### config.mk
export PLATFORM = sky130hd
export DESIGN_NAME = gpio_port_data_regs_abc
export DESIGN_NICKNAME = d
export VERILOG_FILES = /design/src/gpio_abc_pkg.sv /design/src/pin_sync_if.sv /design/src/gpio_port_data_regs_abc.sv /design/src/pin_level_sync.sv
export VERILOG_INCLUDE_DIRS = /design/src
export SDC_FILE = /design/constraint.sdc
export NUM_CORES = 1
export LEC_CHECK = 0
export BUFFER_PORTS_ARGS = -buffer_cell sky130_fd_sc_hd__buf_2
export CAP_MARGIN = 20
export CORE_AREA = 2 2 100 102
export CTS_CLUSTER_DIAMETER = 80
export DETAILED_ROUTE_END_ITERATION = 10
export DIE_AREA = 0 0 102 104
export GPL_TIMING_DRIVEN = 1
export PLACE_DENSITY = 0.76
export SLEW_MARGIN = 10
export SYNTH_ARGS = -nofsm -noshare
export SYNTH_HDL_FRONTEND = slang
export SYNTH_SLANG_ARGS = --single-unit
### constraint.sdc
create_clock -name MCLK -period 2.4 [get_ports MCLK]
set_clock_uncertainty 0.05 [all_clocks]
set_input_delay 0.24 -clock MCLK [delete_from_list [all_inputs] [get_ports MCLK]]
set_output_delay 0.24 -clock MCLK [all_outputs]
set_load 0.01 [all_outputs]
### src/gpio_abc_defs.svh
// constants for the port A/B/C data register block
// assumes a 32-bit AHB-Lite bus and modes supplied by the pin function controller
`ifndef GPIO_ABC_DEFS_SVH
`define GPIO_ABC_DEFS_SVH

`define PORT_WIDTH          8
`define PORT_COUNT          3
`define MODE_WIDTH          16
`define DATA_RESET          8'h00
`define SYNC_RESET          8'h00
`define RDATA_RESET         32'h0000_0000

// printed offsets are register indices; byte address is four times the index
`define PORT_A_DATA_IDX     32'h0400_0120
`define PORT_B_DATA_IDX     32'h0400_0122
`define PORT_C_DATA_IDX     32'h0400_0124
// area bits above this are ignored so the uncached alias decodes too
`define DEC_MSB             28
`define DEC_LSB             2
`define IDX_MSB             26

`define PORT_A_SEL          2'h0
`define PORT_B_SEL          2'h1
`define PORT_C_SEL          2'h2

`define MODE_ALT            2'h0
`define MODE_OUT            2'h1
`define MODE_IN_PULLUP      2'h2
`define MODE_IN_NOPULL      2'h3

`define HTRANS_ACTIVE_BIT   1
`define HRESP_OKAY          1'b0

`endif

### src/gpio_abc_pkg.sv
// types shared by the port A/B/C data register block
// assumes gpio_abc_defs.svh for the numeric constants
package gpio_abc_pkg;

    typedef enum logic [1:0] {
        BUS_IDLE,
        BUS_WRITE,
        BUS_READ,
        BUS_RDONE
    } bus_state_t;

    typedef struct packed {
        logic       hit;
        logic [1:0] port;
    } addr_hit_t;

    typedef logic [7:0] port_byte_t;

endpackage

### src/pin_sync_if.sv
// carrier between the register block and its pin level synchroniser
// assumes both ends run on the same bus clock
`timescale 1ns/1ps
interface pin_sync_if;
    logic [2:0][7:0] raw;
    logic [2:0][7:0] level;

    modport sampler (
        input  raw,
        output level
    );

    modport user (
        output raw,
        input  level
    );
endinterface
### src/gpio_port_data_regs_abc.sv
// data registers of general purpose ports A, B and C on an AHB-Lite slave
// assumes pin modes come from the pin function controller on the same clock
// Functional notes
// - each port has one 8-bit data register whose bit n belongs to pin n.
// - each pin takes a two-bit mode: 00 alternate, 01 output, 10 input with pull-up, 11 input without.
// - in alternate mode a write stores the bit without touching the pin and a read returns the stored bit.
// - in output mode the pin is driven with the stored bit and a read returns the stored bit.
// - in either input mode a read returns the pin level and a write only updates the stored bit.
// - the pin pull-up is on in input-with-pull-up mode and off in every other mode.
// - power-on reset clears all three data registers to zero.
// - manual reset, sleep and standby leave the data registers unchanged.
// - after power-on reset port C reads return pin levels because its mode defaults to input with pull-up.
// - the registers decode at consecutive even locations, reachable through the cached or uncached alias.
`timescale 1ns/1ps
`include "gpio_abc_defs.svh"
module gpio_port_data_regs_abc (
    input  wire logic        MCLK,
    input  wire logic        RST_N,
    // ahb-lite slave
    input  wire logic        HSEL,
    input  wire logic [31:0] HADDR,
    input  wire logic [1:0]  HTRANS,
    input  wire logic        HWRITE,
    input  wire logic [2:0]  HSIZE,
    input  wire logic [31:0] HWDATA,
    input  wire logic        HREADY,
    output logic             HREADYOUT,
    output logic             HRESP,
    output logic [31:0]      HRDATA,
    // modes from the pin function controller, two bits per pin
    input  wire logic [15:0] PORT_A_MODE,
    input  wire logic [15:0] PORT_B_MODE,
    input  wire logic [15:0] PORT_C_MODE,
    // low-power and manual reset status, held for visibility only
    input  wire logic        MANUAL_RST_N,
    input  wire logic        LOW_POWER,
    // port pins as input, output, output enable and pull-up enable
    input  wire logic [7:0]  PORT_A_PIN_IN,
    output logic [7:0]       PORT_A_PIN_OUT,
    output logic [7:0]       PORT_A_PIN_OE,
    output logic [7:0]       PORT_A_PULLUP_EN,
    input  wire logic [7:0]  PORT_B_PIN_IN,
    output logic [7:0]       PORT_B_PIN_OUT,
    output logic [7:0]       PORT_B_PIN_OE,
    output logic [7:0]       PORT_B_PULLUP_EN,
    input  wire logic [7:0]  PORT_C_PIN_IN,
    output logic [7:0]       PORT_C_PIN_OUT,
    output logic [7:0]       PORT_C_PIN_OE,
    output logic [7:0]       PORT_C_PULLUP_EN,
    output logic             RETAIN_ACTIVE
);

    // per-pin mode decode
    function automatic logic [1:0] pin_mode(
        input logic [15:0] mode_word,
        input int          bit_n
    );
        pin_mode = mode_word[2*bit_n +: 2];
    endfunction

    function automatic gpio_abc_pkg::port_byte_t drive_mask(
        input logic [15:0] mode_word
    );
        gpio_abc_pkg::port_byte_t m;
        m = '0;
        for (int n = 0; n < `PORT_WIDTH; n++) begin
            m[n] = (pin_mode(mode_word, n) == `MODE_OUT);
        end
        return m;
    endfunction

    function automatic gpio_abc_pkg::port_byte_t pullup_mask(
        input logic [15:0] mode_word
    );
        gpio_abc_pkg::port_byte_t m;
        m = '0;
        for (int n = 0; n < `PORT_WIDTH; n++) begin
            m[n] = (pin_mode(mode_word, n) == `MODE_IN_PULLUP);
        end
        return m;
    endfunction

    // input modes read the pin, alternate and output read the store
    function automatic gpio_abc_pkg::port_byte_t read_merge(
        input logic [15:0]              mode_word,
        input gpio_abc_pkg::port_byte_t stored,
        input gpio_abc_pkg::port_byte_t level
    );
        gpio_abc_pkg::port_byte_t r;
        r = '0;
        for (int n = 0; n < `PORT_WIDTH; n++) begin
            case (pin_mode(mode_word, n))
                `MODE_ALT:       r[n] = stored[n];
                `MODE_OUT:       r[n] = stored[n];
                `MODE_IN_PULLUP: r[n] = level[n];
                `MODE_IN_NOPULL: r[n] = level[n];
                default:         r[n] = stored[n];
            endcase
        end
        return r;
    endfunction

    // area bits are dropped so both the cached and uncached alias hit
    function automatic gpio_abc_pkg::addr_hit_t decode_addr(
        input logic [31:0] addr
    );
        gpio_abc_pkg::addr_hit_t d;
        logic [26:0]             word;
        logic [31:0]             idx_a;
        logic [31:0]             idx_b;
        logic [31:0]             idx_c;
        word  = addr[`DEC_MSB:`DEC_LSB];
        idx_a = `PORT_A_DATA_IDX;
        idx_b = `PORT_B_DATA_IDX;
        idx_c = `PORT_C_DATA_IDX;
        d.hit  = 1'b0;
        d.port = `PORT_A_SEL;
        if (word == idx_a[`IDX_MSB:0]) begin
            d.hit  = 1'b1;
            d.port = `PORT_A_SEL;
        end else if (word == idx_b[`IDX_MSB:0]) begin
            d.hit  = 1'b1;
            d.port = `PORT_B_SEL;
        end else if (word == idx_c[`IDX_MSB:0]) begin
            d.hit  = 1'b1;
            d.port = `PORT_C_SEL;
        end
        return d;
    endfunction

    // state
    gpio_abc_pkg::bus_state_t   state_reg;
    gpio_abc_pkg::bus_state_t   state_next;
    gpio_abc_pkg::addr_hit_t    target_reg;
    gpio_abc_pkg::addr_hit_t    addr_dec;
    gpio_abc_pkg::port_byte_t   port_a_data_reg;
    gpio_abc_pkg::port_byte_t   port_b_data_reg;
    gpio_abc_pkg::port_byte_t   port_c_data_reg;
    gpio_abc_pkg::port_byte_t   read_byte;
    logic [31:0]                hrdata_reg;
    logic                       addr_phase;
    logic                       retain_reg;

    pin_sync_if psif ();

    assign psif.raw = {PORT_C_PIN_IN, PORT_B_PIN_IN, PORT_A_PIN_IN};

    pin_level_sync u_sync (
        .clk   (MCLK),
        .rst_n (RST_N),
        .sif   (psif.sampler)
    );

    // a valid address phase is one with htrans nonseq or seq while ready
    assign addr_phase = HSEL && HREADY && HTRANS[`HTRANS_ACTIVE_BIT];
    assign addr_dec   = decode_addr(HADDR);

    always_comb begin
        state_next = state_reg;
        case (state_reg)
            gpio_abc_pkg::BUS_IDLE,
            gpio_abc_pkg::BUS_WRITE,
            gpio_abc_pkg::BUS_RDONE: begin
                if (addr_phase && HWRITE) begin
                    state_next = gpio_abc_pkg::BUS_WRITE;
                end else if (addr_phase) begin
                    state_next = gpio_abc_pkg::BUS_READ;
                end else begin
                    state_next = gpio_abc_pkg::BUS_IDLE;
                end
            end
            gpio_abc_pkg::BUS_READ: begin
                state_next = gpio_abc_pkg::BUS_RDONE;
            end
            default: begin
                state_next = gpio_abc_pkg::BUS_IDLE;
            end
        endcase
    end

    always_ff @(posedge MCLK or negedge RST_N) begin
        if (!RST_N) begin
            state_reg <= gpio_abc_pkg::BUS_IDLE;
        end else begin
            state_reg <= state_next;
        end
    end

    // address phase capture; only taken when the slave is ready
    always_ff @(posedge MCLK or negedge RST_N) begin
        if (!RST_N) begin
            target_reg <= '0;
        end else if (addr_phase && state_reg != gpio_abc_pkg::BUS_READ) begin
            target_reg <= addr_dec;
        end
    end

    // only the power-on reset clears the store; manual reset and low power never touch it
    always_ff @(posedge MCLK or negedge RST_N) begin
        if (!RST_N) begin
            port_a_data_reg <= `DATA_RESET;
            port_b_data_reg <= `DATA_RESET;
            port_c_data_reg <= `DATA_RESET;
        end else if (state_reg == gpio_abc_pkg::BUS_WRITE && target_reg.hit) begin
            // writes always land in the store, whatever the pin mode
            case (target_reg.port)
                `PORT_A_SEL: port_a_data_reg <= HWDATA[7:0];
                `PORT_B_SEL: port_b_data_reg <= HWDATA[7:0];
                `PORT_C_SEL: port_c_data_reg <= HWDATA[7:0];
                default: begin
                end
            endcase
        end
    end

    // read value built from the synchronised levels, never the raw pins
    always_comb begin
        read_byte = '0;
        if (target_reg.hit) begin
            case (target_reg.port)
                `PORT_A_SEL: read_byte = read_merge(PORT_A_MODE, port_a_data_reg, psif.level[0]);
                `PORT_B_SEL: read_byte = read_merge(PORT_B_MODE, port_b_data_reg, psif.level[1]);
                // default input-with-pull-up mode makes this return pin levels after reset
                `PORT_C_SEL: read_byte = read_merge(PORT_C_MODE, port_c_data_reg, psif.level[2]);
                default:     read_byte = '0;
            endcase
        end
    end

    // one wait state buys a registered read path; unmapped reads return zero
    always_ff @(posedge MCLK or negedge RST_N) begin
        if (!RST_N) begin
            hrdata_reg <= `RDATA_RESET;
        end else if (state_reg == gpio_abc_pkg::BUS_READ) begin
            hrdata_reg <= {24'h00_0000, read_byte};
        end
    end

    // mirrors the retention condition so software tracing can see it
    always_ff @(posedge MCLK or negedge RST_N) begin
        if (!RST_N) begin
            retain_reg <= 1'b0;
        end else begin
            retain_reg <= !MANUAL_RST_N || LOW_POWER;
        end
    end

    assign HREADYOUT = (state_reg != gpio_abc_pkg::BUS_READ);
    assign HRESP     = `HRESP_OKAY;
    assign HRDATA    = hrdata_reg;

    // pin values come straight from the store; enable only in output mode
    assign PORT_A_PIN_OUT   = port_a_data_reg;
    assign PORT_B_PIN_OUT   = port_b_data_reg;
    assign PORT_C_PIN_OUT   = port_c_data_reg;
    assign PORT_A_PIN_OE    = drive_mask(PORT_A_MODE);
    assign PORT_B_PIN_OE    = drive_mask(PORT_B_MODE);
    assign PORT_C_PIN_OE    = drive_mask(PORT_C_MODE);
    assign PORT_A_PULLUP_EN = pullup_mask(PORT_A_MODE);
    assign PORT_B_PULLUP_EN = pullup_mask(PORT_B_MODE);
    assign PORT_C_PULLUP_EN = pullup_mask(PORT_C_MODE);
    assign RETAIN_ACTIVE    = retain_reg;

endmodule

### src/pin_level_sync.sv
// two-flop synchroniser for all port pin input levels
// assumes raw pin levels are asynchronous to clk
`timescale 1ns/1ps
`include "gpio_abc_defs.svh"
module pin_level_sync (
    input wire logic      clk,
    input wire logic      rst_n,
    pin_sync_if.sampler   sif
);
    logic [2:0][7:0] stage1_reg;
    logic [2:0][7:0] stage2_reg;

    // first stage feeds only the second stage
    always_ff @(posedge clk or negedge rst_n) begin
        if (!rst_n) begin
            stage1_reg <= {`PORT_COUNT{`SYNC_RESET}};
            stage2_reg <= {`PORT_COUNT{`SYNC_RESET}};
        end else begin
            stage1_reg <= sif.raw;
            stage2_reg <= stage1_reg;
        end
    end

    assign sif.level = stage2_reg;
endmodule

* After elaboration in Yosys (flattened, before gate mapping) *
Index checks and enable logic that the tools add are counted.

word-level totals
  bits in registers = 86
  logic and storage cells = 212
  output and inout bits = 107
  bits of input ports = 148

operators by class
  eq/ne operators = 81
  reduce and logical (&&, ||, !) cells = 85
  muxes and demuxes = 32

operator list
  operator                                                          number
  2-bit == test (second input constant)                             51
  2-bit OR reduction                                                48
  27-bit == test (second input constant)                            3
  2-bit by 1-bit == test with 1-bit output (second input constant)  26
  2-bit logical NOT                                                 26
  1-bit one-hot mux with 2 select lines                             24
  8-bit one-hot mux with 3 select lines                             1
  3-bit two-way mux                                                 3
  8-bit two-way mux                                                 1
  2-bit AND reduction                                               3
  1-bit logical AND                                                 5
  2-bit two-way mux                                                 2
  2-bit one-hot mux with 2 select lines                             1
  3-bit OR reduction                                                1
  2-bit != test (second input constant)                             1
  1-bit logical NOT                                                 1
  1-bit logical OR                                                  1

* Logic depth before layout (Yosys ltp) *
Gate-level depths: netlist of the first run.

  depth in word-level cells = 5
  depth in mapped cells = 5
  depth with buffers taken out = 4

* Cells and area by module *
From an unflattened synthesis of the first run, not the netlist that was laid out.

second synthesis, totals
  cell total of the unflattened synthesis = 286
  area, all modules = 3643.5 um2

by module, submodules not included
  module                   area each (um2)  seq. area each (um2)  times used  cells each
  gpio_port_data_regs_abc  2442.3           950.9                 1           238
  pin_level_sync           1201.2           1201.2                1           48

* Worst setup path before layout of the first run *
No wires, ideal clock.

  path kind = reg2reg
  start = register target_reg[0] (netlist name)
  end = register port_a_data_reg[0] (netlist: PORT_A_PIN_OUT[0])
  path buffers = 1
  data required time = 2225 ps
  cell stages (with the launch flop) = 5
  setup time = 125 ps
  setup slack = 969 ps
  arrival = 1256 ps
  clock period less this slack = 1431 ps
  cell sequence = dfrtp_1 > or2_1 > buf_6 > nor2_8 > mux2_4

between the ends
  cells in the longest elaborated chain, start to end = 2

RTL lines
  element                               line                            source
  start, declared                       gpio_port_data_regs_abc.sv:134  gpio_abc_pkg::addr_hit_t target_reg;
  start signal, assigned                gpio_port_data_regs_abc.sv:194  target_reg <= addr_dec;
  2-bit logical NOT                     gpio_port_data_regs_abc.sv:206  case (target_reg.port)
  2-bit AND reduction (no source line)  -
  end signal, assigned                  gpio_port_data_regs_abc.sv:201  port_a_data_reg <= `DATA_RESET;
  end signal, assigned                  gpio_port_data_regs_abc.sv:207  `PORT_A_SEL: port_a_data_reg <= HWDATA[7:0];
  end, declared                         gpio_port_data_regs_abc.sv:136  gpio_abc_pkg::port_byte_t port_a_data_reg;

Every way passes these cells.
A chain may end at the register's enable or synchronous reset.

* Final worst setup path of the first run *
  start = register target_reg[0] (netlist name)
  end = register port_a_data_reg[3] (netlist: PORT_A_PIN_OUT[3])

The elaborated chain is that of the path after synthesis.

==> load_flow_metrics.sql, run 1 <==
INSERT INTO impl_metrics (metric_group, metric, value, unit) VALUES
('die', 'placeableCoreArea', '9550', 'µm²'),
('die', 'fp-row-count', '36', ''),
('yosys', 'post_synth_design_cell_area', '3690', 'µm²'),
('grt', 'pin_count_of_the_biggest_net_entering_global_routing', '53', ''),
('cells_and_area', 'layout.filler_cells', '832', ''),
('detailed_routing', 'aggregate_routed_wire_length', '9310', 'µm'),
('grt', 'grt_use_met3', '0.0356', ''),
('cells_and_area', 'antennaDiodeCount', '0', ''),
('timing', 'timing_hold_violations_final', '0', ''),
('critical_path', 'path_class', 'flop to flop', ''),
('critical_path', 'timing.critical_path.from_type', 'flop', ''),
('timing', 'post-route-period-util', '0.723', ''),
('clock_tree', 'root_buffer', 'sky130_fd_sc_hd__clkbuf_8', ''),
('hold_path', 'class_of_the_most_critical_hold_timing_path', 'input port to flop', ''),
('detailed_routing', 'route.vias.total', '2897', ''),
('critical_path', 'timing.critical_path.slowest_cell_delay', '480', 'ps'),
('yosys', 'synthDominantAreaCellType', 'sky130_fd_sc_hd__dfrtp_1', ''),
('clock_tree', 'maximum_root_to_sink_buffer_count', '2', ''),
('timing', 'setup_viol_count_final', '0', ''),
('placement', 'detailedPlacementHpwl', '6830', 'µm'),
('yosys', 'fraction_of_registers_with_async_set_or_reset_after_synthesis', '1.00', ''),
('timing', 'max_slew_violation_count', '0', ''),
('critical_path', 'worst-path-stages', '3', ''),
('detailed_routing', 'post_drt_via_cell_ratio', '4.42', ''),
('timing', 'rsz0062_at_grt', 'no', ''),
('critical_path', 'timing.critical_path.max_delay_family', 'simple AND/OR/NAND/NOR gates', ''),
('critical_path', 'rr_startpoint', 'target_reg[0]', ''),
('clock_tree', 'cts_tree', 'yes', ''),
('critical_path', 'reg2regPathDepth', '3', ''),
('clock_tree', 'cts.sink_count', '86', ''),
('grt', 'grt.met1_usage', '0.194', ''),
('detailed_routing', 'antenna_violating_nets_post_route', '0', ''),
('detailed_routing', 'drt_pre_antenna_iters', '4', ''),
('yosys', 'synth-seq-cells', '86', ''),
('grt', 'grt.total_usage', '0.178', ''),
('critical_path', 'cp_max_fo', '9', ''),
('die', 'initial_utilization', '0.386', ''),
('die', 'io_pins', '255', ''),
('grt', 'grt_antenna_before_repair', '0', ''),
('pwr', 'p_leak', '0.00287', 'µW'),
('timing', 'holdWs', '26.2', 'ps'),
('critical_path', 'crit_chain', 'or2_1 -> nor2_8 -> mux2_4', ''),
('yosys', 'ys_seq_area_frac', '0.583', ''),
('placement', 'gpl.final_weighted_congestion', '0.749', ''),
('critical_path', 'worst-path-buf-inv', '0', ''),
('grt', 'grt_first_pass_wirelength', '14300', 'µm'),
('yosys', 'netlist_instances', '286', ''),
('critical_path', 'reg2reg_to', 'PORT_A_PIN_OUT[3]', ''),
('outcome', 'status', 'finished, final reports clean', ''),
('clock_tree', 'worst_skew_pair.late_latency', '350', 'ps'),
('die', 'fp.dieW', '102', 'µm'),
('yosys', 'synth-edff-count', '0', ''),
('critical_path', 'cp-endpoint', 'PORT_A_PIN_OUT[3]', ''),
('timing', 'fin_tns_setup', '0', 'ps'),
('cells_and_area', 'final_net_count', '666', ''),
('detailed_routing', 'drt-initial-drc-count', '71', ''),
('grt', 'grt_pass1_vias', '2959', ''),
('yosys', 'yosys.area.top_type_share', '0.583', ''),
('detailed_routing', 'drt_drc_violations_left', '0', ''),
('critical_path', 'worstPathRequired', '2590', 'ps'),
('yosys', 'synth.avg_cell_area', '12.9', 'µm²'),
('clock_tree', 'cts.clk_slew.worst_paths', '80', 'ps'),
('timing', 'fmax', '576', 'MHz'),
('die', 'chipHeight', '104', 'µm'),
('critical_path', 'worstSetupEndpointType', 'flop', ''),
('clock_tree', 'cts-buffers-inserted', '9', ''),
('pwr', 'irDropWorstVdd', '0.397', 'mV'),
('timing', 'tightest_slew', '625', 'ps'),
('critical_path', 'setup.worst_path.start', 'target_reg[0]', ''),
('detailed_routing', 'detail_routed_net_length_per_standard_cell', '14.2', 'µm'),
('yosys', 'ys_warn_count', '0', '');
synth_stat cells (2+ instances only):
| cell | n |
|---|---|
| sky130_fd_sc_hd__nor4b_1 | 2 |
| sky130_fd_sc_hd__buf_4 | 27 |
| sky130_fd_sc_hd__o21ai_1 | 9 |
| sky130_fd_sc_hd__o21ai_0 | 2 |
| sky130_fd_sc_hd__nand2b_1 | 5 |
| sky130_fd_sc_hd__mux2_2 | 16 |
| sky130_fd_sc_hd__mux2_4 | 8 |
| sky130_fd_sc_hd__nor2_1 | 17 |
| sky130_fd_sc_hd__nand2_1 | 12 |
| sky130_fd_sc_hd__inv_1 | 3 |
| sky130_fd_sc_hd__nor2_8 | 3 |
| sky130_fd_sc_hd__o41ai_2 | 2 |
| sky130_fd_sc_hd__nor4_1 | 2 |
| sky130_fd_sc_hd__o22ai_1 | 8 |
| sky130_fd_sc_hd__mux2i_1 | 24 |
| sky130_fd_sc_hd__dfrtp_1 | 86 |
| sky130_fd_sc_hd__nor2b_1 | 48 |
metal layers:
layer | vias up | part of all wire
li1 | 1378 | -
met1 | 1349 | 0.38
met2 | 150 | 0.52
met3 | 20 | 0.069
met4 | 0 | 0.023
met5 | - | 0
through the flow:
step	setup slack, ps	power (µW)	utilization	cells	area, µm²
floorplan	969	1710	-	310	3780
global placement	666	1890	0.498	614	4750
detailed placement	649	1900	0.498	614	4750
CTS	643	2990	0.546	655	5220
global route	610	3100	0.546	655	5220
finish	665	2960	0.546	655	5220
area by class of cell:
cell class,instances,area [µm²],area share
multi-input combinational,192,1400,0.268
timing repair buffer,226,1290,0.247
tap,133,166,0.0319
inverter,3,11.3,0.00216
clock buffer,11,131,0.0252
sequential,86,2150,0.413
clock inverter,4,72.6,0.0139
worst min path at each step:
stage,startpoint,end,slack [ps],cells past startpoint
finish,LOW_POWER,RETAIN_ACTIVE,30,2
global route,LOW_POWER,RETAIN_ACTIVE,10,2
CTS,LOW_POWER,RETAIN_ACTIVE,9,2
detailed placement,RST_N,PORT_B_PIN_OUT[4],180,1
global placement,RST_N,PORT_B_PIN_OUT[4],180,1
floorplan,RST_N,HRDATA[0],-110,0
report_power, final:
| group | internal [µW] | total, µW | switching, µW |
|---|---|---|---|
| clock | 580 | 1060 | 482 |
| combinational | 188 | 381 | 193 |
| sequential | 1500 | 1520 | 19.3 |
| total | 2270 | 2960 | 694 |
worst reg2reg max path, delay by kind of cell (launching register included):
| family | cells | cell delay [ps] |
|---|---|---|
| AND/OR/NAND/NOR | 2 | 840 |
| flip-flops | 1 | 410 |
| multiplexers | 1 | 340 |
cell usage in the layout, fill, tap and decap left out, drive strengths merged, types with 5 or more instances in the layout:
cell and n:
mux2i 24, o22ai 8, nor2b 48, clkbuf 11
nand2b 5, mux2 24, dlygate4sd3 26, conb 25
dfrtp 86, nor2 20, buf 200, o21ai 11
nand2 12
kinds of logic (layout without fill, tap and decap cells):
kind of cell / Yosys count / in the layout / share of synthesized area
AOI/OAI and AO/OA: 23 / 23 / 0.0407
buffers and inverters: 32 / 244 / 0.0624
DFF: 86 / 86 / 0.583
muxes: 48 / 48 / 0.147
other: 1 / 25 / 0.00102
and+or+nand+nor: 96 / 96 / 0.166
repair_timing:
item | CTS | global route
gates resized for setup | 0 | 0
endpoints found under the hold margin | 59 | 0
setup endpoints to repair | 0 | 0
hold buffers | 26 | 0
No activity file was read; power rests on OpenSTA's default activity.
==> inputs of run 2 (changes only) <==
Settings changed: CORE_AREA 2 2 100 102 to not set, CORE_MARGIN set to 2, CORE_UTILIZATION set to 37, DIE_AREA 0 0 102 104 to not set.
Clock period 2.4 ns to 1.4 ns, I/O delays scaled along.
==> run 2 against run 1 <==
  * The run now ends with setup timing left
  * Hold slack barely moved
  * First-iteration DRC count rose by 66%
  * Fmax rose by 19%
  * Clock power rose by 81%
  * Global-route usage rose by 0.37 points
  * Register-to-register slack got worse by 730 ps
  * Cell count rose by 3.7%
  * Highest routed layer unchanged
==> load_flow_metrics.sql, run 2 (synthesized netlist as in run 1, its figures left out) <==
INSERT INTO impl_metrics (metric_group, metric, value, unit) VALUES
('cells_and_area', 'drive_above_1_share', '0.489', ''),
('timing', 'timing_hold_violations_final', '0', ''),
('cells_and_area', 'antennaDiodeCount', '0', ''),
('outcome', 'status', 'complete, but fails checks', ''),
('cells_and_area', 'final_net_count', '689', ''),
('placement', 'detailedPlacementHpwl', '6880', 'µm'),
('die', 'chipHeight', '104', 'µm'),
('cells_and_area', 'layout.cell_area.non_filler', '5600', 'µm²'),
('timing', 'tightest_slew', '492', 'ps'),
('critical_path', 'worstPathRequired', '1580', 'ps'),
('clock_tree', 'worst_skew_pair.late_latency', '350', 'ps'),
('detailed_routing', 'antenna_violating_nets_post_route', '0', ''),
('critical_path', 'cpMaxStageDelayCell', 'sky130_fd_sc_hd__dfrtp_1', ''),
('die', 'initial_utilization', '0.379', ''),
('die', 'die_area', '10800', 'µm²'),
('timing', 'fmax', '683', 'MHz'),
('timing', 'fin_tns_setup', '-958', 'ps'),
('placement', 'portBuffers', '196', ''),
('critical_path', 'crit_chain', 'nand3b_4 -> nor2_8 -> mux2_4', ''),
('clock_tree', 'cts.clk_slew.worst_paths', '80', 'ps'),
('cells_and_area', 'final_util', '0.576', ''),
('detailed_routing', 'routed.top_layer', 'met4', ''),
('pwr', 'power_per_unit_of_standard_cell_area', '951', 'nW/µm²'),
('die', 'placeableCoreArea', '9730', 'µm²'),
('placement', 'gpl.final_weighted_congestion', '0.721', ''),
('grt', 'grt.overflow.total', '0', ''),
('timing', 'rsz0062_at_grt', 'yes', ''),
('detailed_routing', 'wl_met2', '5190', 'µm'),
('detailed_routing', 'aggregate_routed_wire_length', '9800', 'µm'),
('timing', 'setup_viol_count_final', '25', ''),
('grt', 'grt.total_usage', '0.181', ''),
('detailed_routing', 'drt_drc_violations_left', '0', ''),
('detailed_routing', 'detail_routed_net_length_per_standard_cell', '14.4', 'µm'),
('die', 'io_pins', '255', ''),
('critical_path', 'worst-path-buf-inv', '0', ''),
('clock_tree', 'cts-buffers-inserted', '9', ''),
('detailed_routing', 'route.vias.total', '3034', ''),
('clock_tree', 'maximum_root_to_sink_buffer_count', '2', ''),
('critical_path', 'path_class', 'flop to flop', ''),
('cells_and_area', 'most_used_cells_in_the_layout_excluding_fill_and_tap_cells', 'sky130_fd_sc_hd__buf_2, sky130_fd_sc_hd__dfrtp_1, sky130_fd_sc_hd__nor2b_1, sky130_fd_sc_hd__dlygate4sd3_1, sky130_fd_sc_hd__conb_1', ''),
('timing', 'final_critical_path_required_period', '1460', 'ps'),
('critical_path', 'worst_ep_arrival_time', '1650', 'ps'),
('clock_tree', 'cts-htree-levels', '3', ''),
('pwr', 'irDropWorstVdd', '0.507', 'mV'),
('detailed_routing', 'post_drt_via_cell_ratio', '4.47', ''),
('placement', 'dpl_cell_area', '4780', 'µm²'),
('timing', 'post-route-worst-setup-slack', '-63.8', 'ps'),
('grt', 'grt_first_pass_wirelength', '15300', 'µm'),
('critical_path', 'cp_max_fo', '8', ''),
('timing', 'slew_headroom', '0.669', ''),
('critical_path', 'timing.critical_path.from_type', 'flop', ''),
('grt', 'pin_count_of_the_biggest_net_entering_global_routing', '33', ''),
('die', 'fp.dieW', '104', 'µm'),
('job', 'cap_violations', '0', ''),
('cells_and_area', 'flow.area_growth_from_synthesis', '51.9', '%'),
('critical_path', 'timing.critical_path.max_delay_family', 'simple AND/OR/NAND/NOR gates', ''),
('detailed_routing', 'detail_route.wirelength.met1', '3930', 'µm'),
('clock_tree', 'cts_tree', 'yes', ''),
('grt', 'grt_antenna_before_repair', '0', ''),
('cells_and_area', 'mostFrequentLayoutCell', 'sky130_fd_sc_hd__buf_2', ''),
('outcome', 'violations', 'setup timing', ''),
('detailed_routing', 'drt_pre_antenna_iters', '4', ''),
('cells_and_area', 'layout.filler_cells', '802', ''),
('timing', 'max_slew_violation_count', '0', ''),
('critical_path', 'timing.critical_path.slowest_cell_delay', '390', 'ps'),
('die', 'fp-row-count', '36', ''),
('pwr', 'p_leak', '0.00302', 'µW'),
('clock_tree', 'cts.sink_count', '86', ''),
('detailed_routing', 'route.met3.wl', '606', 'µm'),
('clock_tree', 'root_buffer', 'sky130_fd_sc_hd__clkbuf_8', ''),
('grt', 'grt_pass1_vias', '2978', ''),
('timing', 'post-route-period-util', '1.05', ''),
('critical_path', 'worstSetupEndpointType', 'flop', ''),
('detailed_routing', 'drt-initial-drc-count', '118', ''),
('hold_path', 'class_of_the_most_critical_hold_timing_path', 'input port to flop', '');
==> run 2: cell count changes in the layout (fill, tap and decap cells not counted), moves of 2 or more <==
cell,previous run,this run
sky130_fd_sc_hd__mux2_2,16,0
sky130_fd_sc_hd__buf_4,4,10
sky130_fd_sc_hd__dlygate4sd3_1,26,36
sky130_fd_sc_hd__buf_6,0,2
sky130_fd_sc_hd__nand2b_2,0,2
sky130_fd_sc_hd__mux2_4,8,24
sky130_fd_sc_hd__inv_6,0,2
sky130_fd_sc_hd__buf_12,1,7
sky130_fd_sc_hd__nand2b_1,5,2
==> run 2: power by group <==
part           switching (µW)  internal, µW
clock                     895          1020
sequential               31.8          2570
combinational             370           439
total                    1300          4030
==> run 2: area by class of cell <==
type                            count  area (µm²)  share of cell area
Clock inverter                      6        93.8              0.0168
Sequential cell                    86        2150               0.384
Timing Repair Buffer              249        1570               0.280
Multi-Input combinational cell    192        1480               0.264
Tap cell                          133         166              0.0297
Clock buffer                       10         128              0.0228
Inverter                            3        11.3             0.00201
==> run 2: timing repair <==
| item | 4_1_cts | 5_1_grt |
|---|---|---|
| gates resized for setup | 22 | 6 |
| endpoints found under the setup margin | 33 | 33 |
| buffers inserted | 5 | 6 |
| hold buffers | 36 | 0 |
| pin swaps | 4 | 3 |
| endpoints found under the hold margin | 130 | 0 |
==> run 2: worst paths after layout <==
| kind | from | end | slack, ps | depth (start not counted) |
|---|---|---|---|---|
| min reg2reg | u_sync.stage1_reg[17] | u_sync.sif.level[17] | 300 | 0 |
| min | HWDATA[3] | PORT_A_PIN_OUT[3] | 30 | 2 |
| max reg2reg | state_reg[1] | PORT_A_PIN_OUT[4] | -60 | 3 |
| max in group asynchronous | RST_N | target_reg[2] | 610 | 3 |
| max | state_reg[1] | PORT_A_PIN_OUT[4] | -60 | 3 |
| min in group asynchronous | RST_N | PORT_C_PIN_OUT[0] | 190 | 2 |
==> run 2: per-stage QoR <==
step                      setup WS [ps]  hold slack (ps)  cells  power, µW
after detailed placement          -95.2             26.3    616       3260
after CTS                         -82.7             3.74    673       5300
after floorplan                   -7.39             -206    310       2930
final                             -63.8             25.8    679       5330
after global placement            -68.0             21.0    616       3250
after global routing               -106             15.9    679       5570
==> run 2: layer usage <==
metal  vias to the layer above  global-route usage
li1                       1425                   -
met2                       136               0.325
met5                         -                   0
met4                         0              0.0521
met1                      1467               0.220
met3                         6              0.0378
